--- src/pkg/canif_pkg.sv ---
// package for the can interrupt flag and status register block
// assumes one core clock, registers reached over a plain strobe port
package canif_pkg;

    localparam int          CANIF_AW          = 4;
    localparam int          CANIF_DW          = 16;

    // register offsets
    localparam logic [3:0]  CANIF_FLAGS_OFS   = 4'h0;
    localparam logic [3:0]  CANIF_MASK_OFS    = 4'h1;

    // field positions of the flags register
    localparam int          BIT_TX_BUS_OFF    = 13;
    localparam int          BIT_RX_BUS_PASS   = 11;
    localparam int          BIT_TX_WARN       = 10;
    localparam int          BIT_RX_WARN       = 9;
    localparam int          BIT_ANY_WARN      = 8;
    localparam int          BIT_INVALID       = 7;
    localparam int          BIT_WAKEUP        = 6;
    localparam int          BIT_ERROR         = 5;
    localparam int          BIT_FIFO_AF       = 3;
    localparam int          BIT_RX_OVF        = 2;
    localparam int          BIT_RX_BUF        = 1;

    // writable flag bits and live status bits
    localparam logic [15:0] CANIF_FLAG_MASK   = 16'h00EE;
    localparam logic [15:0] CANIF_STATE_MASK  = 16'h2F00;
    localparam logic [15:0] CANIF_FLAGS_RST   = 16'h0000;
    localparam logic [15:0] CANIF_MASK_RST    = 16'h0000;

    // live error state from the protocol engine
    typedef struct packed {
        logic tx_bus_off;
        logic rx_bus_passive;
        logic tx_error_warning;
        logic rx_error_warning;
    } canif_state_type;

    // one-cycle event pulses from the protocol engine
    typedef struct packed {
        logic invalid_message;
        logic wakeup_activity;
        logic fifo_almost_full;
        logic rx_overflow;
        logic rx_buffer;
    } canif_event_type;

endpackage

--- src/design/canif_status.sv ---
// live error-state bits of the flags register
// assumes the state inputs are synchronous levels
`timescale 1ns/100ps
module canif_status (
    // clock and reset
    input  wire logic                     core_clk_i,
    input  wire logic                     rst_n_i,
    // live state
    input  canif_pkg::canif_state_type    state_i,
    // registered status bits and a pulse when any of them rises
    output logic [15:0]                   status_o,
    output logic                          rise_o
);
    import canif_pkg::*;

    logic [15:0] status_ff;
    logic [15:0] nxt_status;
    logic        rise_ff;
    logic        nxt_rise;

    always_comb begin
        nxt_status                  = 16'h0000;
        nxt_status[BIT_TX_BUS_OFF]  = state_i.tx_bus_off;
        nxt_status[BIT_RX_BUS_PASS] = state_i.rx_bus_passive;
        nxt_status[BIT_TX_WARN]     = state_i.tx_error_warning;
        nxt_status[BIT_RX_WARN]     = state_i.rx_error_warning;
        nxt_status[BIT_ANY_WARN]    = state_i.tx_error_warning | state_i.rx_error_warning;
        // error summary is requested on entry into any error state
        nxt_rise                    = |(nxt_status & ~status_ff);
    end

    always_ff @(posedge core_clk_i or negedge rst_n_i) begin
        if (!rst_n_i) begin
            status_ff <= CANIF_FLAGS_RST;
            rise_ff   <= 1'b0;
        end else begin
            status_ff <= nxt_status;
            rise_ff   <= nxt_rise;
        end
    end

    assign status_o = status_ff;
    assign rise_o   = rise_ff;
endmodule

--- src/design/canif_flag.sv ---
// one sticky interrupt flag: set by hardware, cleared by software
// assumes the event is a one-cycle pulse
`timescale 1ns/100ps
module canif_flag (
    // clock and reset
    input  wire logic core_clk_i,
    input  wire logic rst_n_i,
    // set and clear
    input  wire logic set_i,
    input  wire logic clr_i,
    // flag
    output logic      flag_o
);
    logic flag_ff;
    logic nxt_flag;

    always_comb begin
        // a set in the clearing cycle wins so no event is lost
        nxt_flag = set_i | (flag_ff & ~clr_i);
    end

    always_ff @(posedge core_clk_i or negedge rst_n_i) begin
        if (!rst_n_i) begin
            flag_ff <= 1'b0;
        end else begin
            flag_ff <= nxt_flag;
        end
    end

    assign flag_o = flag_ff;
endmodule

--- src/design/canif_top.sv ---
// can interrupt flag and status register with interrupt mask
// assumes events and state come synchronous from the protocol engine
//
// Notes on behaviour
// - bit 11 follows receiver bus-passive state.
// - bit 10 follows transmitter error-warning state.
// - bit 9 follows receiver error-warning state.
// - bit 8 is high when transmitter or receiver is in warning.
// - bit 7 sets on an invalid message received.
// - bit 5 sets when any error-state bit 13:8 becomes active.
// - bit 3 sets when the receive fifo is almost full.
// - bit 1 sets on a receive buffer event.
// - bit 6 sets on bus wake-up activity.
// - bit 2 sets on receive buffer overflow.
// - bits 15:14, 12, 4 and 0 read as zero.
`timescale 1ns/100ps
module canif_top (
    // clock and reset
    input  wire logic                       core_clk_i,
    input  wire logic                       rst_n_i,
    // register port
    input  wire logic [3:0]                 addr_i,
    input  wire logic [15:0]                wdata_i,
    input  wire logic                       wr_i,
    input  wire logic                       rd_i,
    output logic [15:0]                     rdata_o,
    // protocol engine
    input  canif_pkg::canif_state_type      state_i,
    input  canif_pkg::canif_event_type      event_i,
    // interrupt
    output logic                            irq_o
);
    import canif_pkg::*;

    ////////////////////////////////////////////////////////////////////////
    logic [15:0] status;
    logic        err_rise;
    logic [15:0] set_vec;
    logic [15:0] clr_vec;
    logic [15:0] flag_vec;
    logic [15:0] flags_value;
    logic        wr_flags;
    logic        wr_mask;

    logic [15:0] mask_ff;
    logic [15:0] nxt_mask;
    logic [15:0] rdata_ff;
    logic [15:0] nxt_rdata;
    logic        irq_ff;
    logic        nxt_irq;

    canif_status u_status (
        .core_clk_i (core_clk_i),
        .rst_n_i    (rst_n_i),
        .state_i    (state_i),
        .status_o   (status),
        .rise_o     (err_rise)
    );

    ////////////////////////////////////////////////////////////////////////
    always_comb begin
        wr_flags              = wr_i && (addr_i == CANIF_FLAGS_OFS);
        wr_mask               = wr_i && (addr_i == CANIF_MASK_OFS);
        set_vec               = 16'h0000;
        set_vec[BIT_INVALID]  = event_i.invalid_message;
        set_vec[BIT_WAKEUP]   = event_i.wakeup_activity;
        set_vec[BIT_ERROR]    = err_rise;
        set_vec[BIT_FIFO_AF]  = event_i.fifo_almost_full;
        set_vec[BIT_RX_OVF]   = event_i.rx_overflow;
        set_vec[BIT_RX_BUF]   = event_i.rx_buffer;
        // writing zero clears a flag; state bits take no write
        clr_vec               = wr_flags ? (~wdata_i & CANIF_FLAG_MASK) : 16'h0000;
    end

    genvar gi;
    generate
        for (gi = 0; gi < 16; gi++) begin : g_flag
            if (CANIF_FLAG_MASK[gi]) begin : g_impl
                canif_flag u_flag (
                    .core_clk_i (core_clk_i),
                    .rst_n_i    (rst_n_i),
                    .set_i      (set_vec[gi]),
                    .clr_i      (clr_vec[gi]),
                    .flag_o     (flag_vec[gi])
                );
            end else begin : g_none
                assign flag_vec[gi] = 1'b0;
            end
        end
    endgenerate

    ////////////////////////////////////////////////////////////////////////
    always_comb begin
        // unimplemented bits read as zero
        flags_value = (flag_vec & CANIF_FLAG_MASK) | (status & CANIF_STATE_MASK);
        nxt_mask    = wr_mask ? (wdata_i & CANIF_FLAG_MASK) : mask_ff;
        nxt_rdata   = 16'h0000;
        if (rd_i) begin
            unique case (addr_i)
                CANIF_FLAGS_OFS: nxt_rdata = flags_value;
                CANIF_MASK_OFS:  nxt_rdata = mask_ff;
                default:         nxt_rdata = 16'h0000;
            endcase
        end
        // level interrupt from flags only; state bits reach it through bit 5
        nxt_irq     = |(flag_vec & mask_ff);
    end

    always_ff @(posedge core_clk_i or negedge rst_n_i) begin
        if (!rst_n_i) begin
            mask_ff  <= CANIF_MASK_RST;
            rdata_ff <= 16'h0000;
            irq_ff   <= 1'b0;
        end else begin
            mask_ff  <= nxt_mask;
            rdata_ff <= nxt_rdata;
            irq_ff   <= nxt_irq;
        end
    end

    assign rdata_o = rdata_ff;
    assign irq_o   = irq_ff;
endmodule

--- config.mk ---
export PLATFORM = sky130hd
export DESIGN_NAME = canif_top
export DESIGN_NICKNAME = d
export VERILOG_FILES = /design/src/pkg/canif_pkg.sv /design/src/design/canif_status.sv /design/src/design/canif_flag.sv /design/src/design/canif_top.sv
export SDC_FILE = /design/constraint.sdc
export NUM_CORES = 1
export LEC_CHECK = 0
export BUFFER_PORTS_ARGS = -buffer_cell sky130_fd_sc_hd__clkbuf_2
export CAP_MARGIN = 15
export CELL_PAD_IN_SITES_DETAIL_PLACEMENT = 1
export CELL_PAD_IN_SITES_GLOBAL_PLACEMENT = 2
export CORE_AREA = 2 2 54 81
export CTS_CLUSTER_SIZE = 24
export DETAILED_ROUTE_END_ITERATION = 10
export DIE_AREA = 0 0 56 83
export PLACE_DENSITY = 0.86
export RECOVER_POWER = 25
export SETUP_SLACK_MARGIN = 0.5
export SLEW_MARGIN = 20
export SYNTH_ARGS = -nofsm -noshare
export SYNTH_HDL_FRONTEND = slang
export SYNTH_SLANG_ARGS = --single-unit
--- constraint.sdc ---
create_clock -name core_clk_i -period 1.7 [get_ports core_clk_i]
set_input_delay 0.34 -clock core_clk_i [delete_from_list [all_inputs] [get_ports core_clk_i]]
set_output_delay 0.34 -clock core_clk_i [all_outputs]
set_load 0.02 [all_outputs]
======== Word level (Yosys, flattened, before mapping) ========
Cells that the tools add are included.
cells by class
  add/sub/neg operators ................... 0
  multipliers ............................. 0
  divide/modulo/power cells ............... 0
  magnitude comparators ................... 0
  equality and inequality tests ........... 1
  shifts and indexed selects .............. 0
  mux-type cells .......................... 3
  bitwise gates (word level) .............. 24
  reductions and logical operators ........ 5
operators with widths
  kind                                           number
  OR reduction 16 bit                            2
  one-hot mux 14 bit (2 select lines)            1
  AND 14 x 16 -> 16 bit                          1
  2-to-1 mux 16 bit                              1
  NOT 14 -> 16 bit                               1
  OR 8 x 14 -> 14 bit                            1
  AND 8 bit                                      1
  2-to-1 mux 8 bit                               1
  NOT 8 bit                                      1
  OR 1 bit                                       7
  AND 1 bit                                      6
  NOT 1 bit                                      6
  == test 4 x 1 -> 1 bit, second input constant  1
  zero test 4 bit                                1
  logical AND 1 bit                              2
storage, ports and cells
  register bits ........................... 35
  bits in latches ......................... 0
  memory bits (writable) .................. 0
  memory bits (read-only) ................. 0
  logic and storage cells ................. 44
  memories ................................ 0

======== Depth between registers and ports, before layout ========
  depth after elaboration ................. 6
  mapped depth ............................ 5
  gate-level depth less buffers ........... 3

======== Hierarchy ========
Synthesis repeated with hierarchy kept, for this count alone.
second synthesis, totals
  cells, all modules ...................... 100
  area total of the unflattened synthesis .. 1301.2 sq um
modules (own cells, without submodules)
  module        times used  cells an instance  area each (sq um)  seq. area each (sq um)
  canif_top     1           58                 805.8              450.4
  canif_status  1           24                 277.8              150.1
  canif_flag    6           3                  36.3               25.0

======== Least setup slack after synthesis ========
OpenSTA, ideal clock, no wires.
  path kind ............................... input to register
  start ................................... input addr_i[3]
  end ..................................... register mask_ff[1]
  setup time .............................. 125 ps
  data arrival time ....................... 1620 ps
  data required time ...................... 1575 ps
  setup slack ............................. -45 ps
  stages on the path ...................... 5
  path buffers ............................ 2
  cell sequence ........................... or4b_4 buf_6 or2_1 buf_6 mux2_4
on the way
  word-level cells in the longest chain between the ends .. 2
ends and longest elaborated chain
  what                    RTL line          RTL
  start, declared         canif_top.sv:22   input wire logic [3:0] addr_i,
  == test 4 x 1 -> 1 bit  canif_top.sv:63   wr_mask = wr_i && (addr_i == CANIF_MASK_OFS);
  logical AND 1 bit       canif_top.sv:63
  end signal, assigned    canif_top.sv:115  mask_ff <= nxt_mask;
  end, declared           canif_top.sv:45   logic [15:0] mask_ff;
Every way passes these cells.
A chain may end at the register's enable or synchronous reset.

======== Final worst setup path ========
Same ends and word-level chain as after synthesis.

==> impl_metrics.ini <==
[global_route]
grt_use_total_pct = 11.37
grt_max_degree = 31
antenna_found_initial = 0
grt_pass1_vias = 873
gr-total-overflow = 0
grt_pass1_wl_mm = 3.946

[worst_setup_path]
path_cells = buf_6 > or4b_4 > or2_4 > mux2_4
crit_family = simple AND/OR/NAND/NOR gates
cp_max_fo = 6
crit_slowest_cell = or4b_4
worstSetupStartpointType = primary input
path_buf_inv = 1
required_ns = 1.86
cp-end-kind = flip-flop
critical_path_class = in2reg
cp_num_cells = 4
critPathArrivalTime_ns = 1.57
ff2ff_path_depth = 2
slowest_delay_ns = 0.53

[yosys]
yosys_warnings = 0
synth.avg_cell_area_sq_um = 13.66
synth-seq-area-share_pct = 63.16
syn_inst = 87
synth_top_cell_by_area = dfrtp_1
netlist.area_leader.share_pct = 63.16
synth_seq_cells = 30
synth_area_sq_um = 1189
synth_cell_types = 20
ys_top_cells_by_area = dfrtp_1 (63%), mux2_4 (7.6%), a22o_1 (4.4%)

[clocking]
cts_setup_buffers = 0
cts_tree = built
cts.sinks = 30
clk_pin_slew_ns = 0.06
clk_path_buf_depth = 2
insertion_delay_ns = 0.28
root_buffer = clkbuf_8
htree_levels = 2
cts_buffers = 5
holdBufCountCts = 0

[route]
vias_per_cell = 4.621
wl_per_cell_microns = 13.23
routed_wl_mm = 2.302
antenna_left = 0
drtIter0Drc = 9
route.detailed.drc = 0
vias = 804
dr.pass1.iters = 3

[pwr]
p_leak_nw = 0.7630
power_density_nw_per_um2 = 1000
vdd_drop_max_mv = 0.5623
power_mw = 1.550

[layout]
fin_cells = 174
layout_common_cells = dfrtp_1 (30), clkbuf_2 (30), nand2b_1 (7)
syn_to_final_growth_pct = 30.42
nets = 161
num_antenna_cells = 0
drive_above_1_share_pct = 44.96
final_util_pct = 39.51

[sta]
final-setup-viol-count = 0
post-route-period-util_pct = 82.79
timing.slew.headroom_pct = 1.281
finalCriticalPeriod_ns = 1.407
drv_slew = 0
worst_slew_pin_slew_ns = 1.481
skew_ns = 0.004656
finalSetupTns_ns = 0
hold_ws_ns = 0.1823
rsz0062_at_grt = true
fmax_mhz = 710.5
hold_violations = 0

[floorplan]
core-area_sq_um = 3924
initial_core_util_pct = 30.29
row_count = 28
die_area_sq_um = 4648
fp.dieH_microns = 83
ios = 50
fp.dieW_microns = 56

[worst_hold_path]
hp-class = in2reg
hold_path_depth = 1

[place]
port_buffers = 34
dpl.hpwl_mm = 1.808
placed_cells = 166
gp_congestion = 0.7225

[outcome]
run_status = finished, final reports clean

[job]
maxCapViolCount = 0
[sequential cells by signal, summed over array words and instances (netlist names)]
register	cells
g_flag.g_impl.u_flag.flag_o	6
mask_ff	6
u_status.status_o	5
irq_o	1
u_status.rise_o	1
rdata_o	11
[final timing paths]
kind                                                       from                                        to  slack [ns]
worst max-delay path                                  addr_i[3]                    mask_ff[1]$_DFFE_PN0P_        0.29
worst min-delay path                                 state_i[2]           u_status.status_o[11]$_DFF_PN0_        0.18
worst max register to register  u_status.status_o[10]$_DFF_PN0_                 u_status.rise_o$_DFF_PN0_        0.82
worst min register to register        u_status.rise_o$_DFF_PN0_  g_flag[5].g_impl.u_flag.flag_o$_DFF_PN0_        0.45
max in group asynchronous                               rst_n_i                     rdata_o[10]$_DFF_PN0_        0.42
min in group asynchronous                               rst_n_i                      rdata_o[3]$_DFF_PN0_        0.41
[metrics by stage]
step	cell area (sq um)	worst slack, ns
floorplan	1221	-0.04458
global placement	1415	-0.08721
detailed placement	1415	-0.1027
CTS	1548	0.2954
global route	1550	0.1412
finish	1550	0.2926
[power breakdown]
part,switching (mW),internal (mW),leakage (nW),total (mW)
logic,0.0860,0.0980,0.359,0.184
clock network,0.240,0.325,0.0482,0.566
registers,0.0349,0.766,0.356,0.801
[what timing repair did]
action,CTS,global route
endpoints found under the setup margin,12,12
gates resized for setup,8,1
pin swaps,0,0
[synthesized netlist by cell type]
| cell type | count |
|---|---|
| o21ai_0 | 1 |
| nand2b_1 | 7 |
| a22oi_1 | 3 |
| nand3_1 | 1 |
| or4b_4 | 1 |
| nor4_1 | 2 |
| nand2_1 | 1 |
| buf_6 | 2 |
| clkbuf_1 | 2 |
| mux2_4 | 6 |
| a221o_1 | 1 |
| and2_1 | 5 |
| inv_1 | 5 |
| dfrtp_1 | 30 |
| a22o_1 | 6 |
| or2_1 | 1 |
| buf_4 | 5 |
| o31ai_1 | 6 |
| o22ai_1 | 1 |
| conb_1 | 1 |
[metal layers]
metal	part of all wire (%)	vias to the layer above	GRT usage [%]
met5	0	-	0
met4	3.8	0	9.091
met3	4.5	4	3.271
met2	55	22	19.47
met1	37	404	11.02
li1	-	374	-
[final cells by class]
type / instances / area [sq um]
Sequential cell: 30 / 750.7
Timing Repair Buffer: 39 / 210.2
Tap cell: 45 / 56.30
Clock buffer: 7 / 86.33
Fill cell: 446 / 2374
Inverter: 5 / 18.77
Multi-Input combinational cell: 47 / 422.9
Clock inverter: 1 / 5.005
[logic make-up after synthesis]
logic type             Yosys count  synth area share (%)
flip-flops                      30                 63.16
AND/OR/NAND/NOR                 18                 9.788
AO/OA/AOI/OAI                   18                 11.89
buffers and inverters           14                 7.264
multiplexers                     6                 7.579
other                            1                0.3155
(Power assumes the default switching activity.)
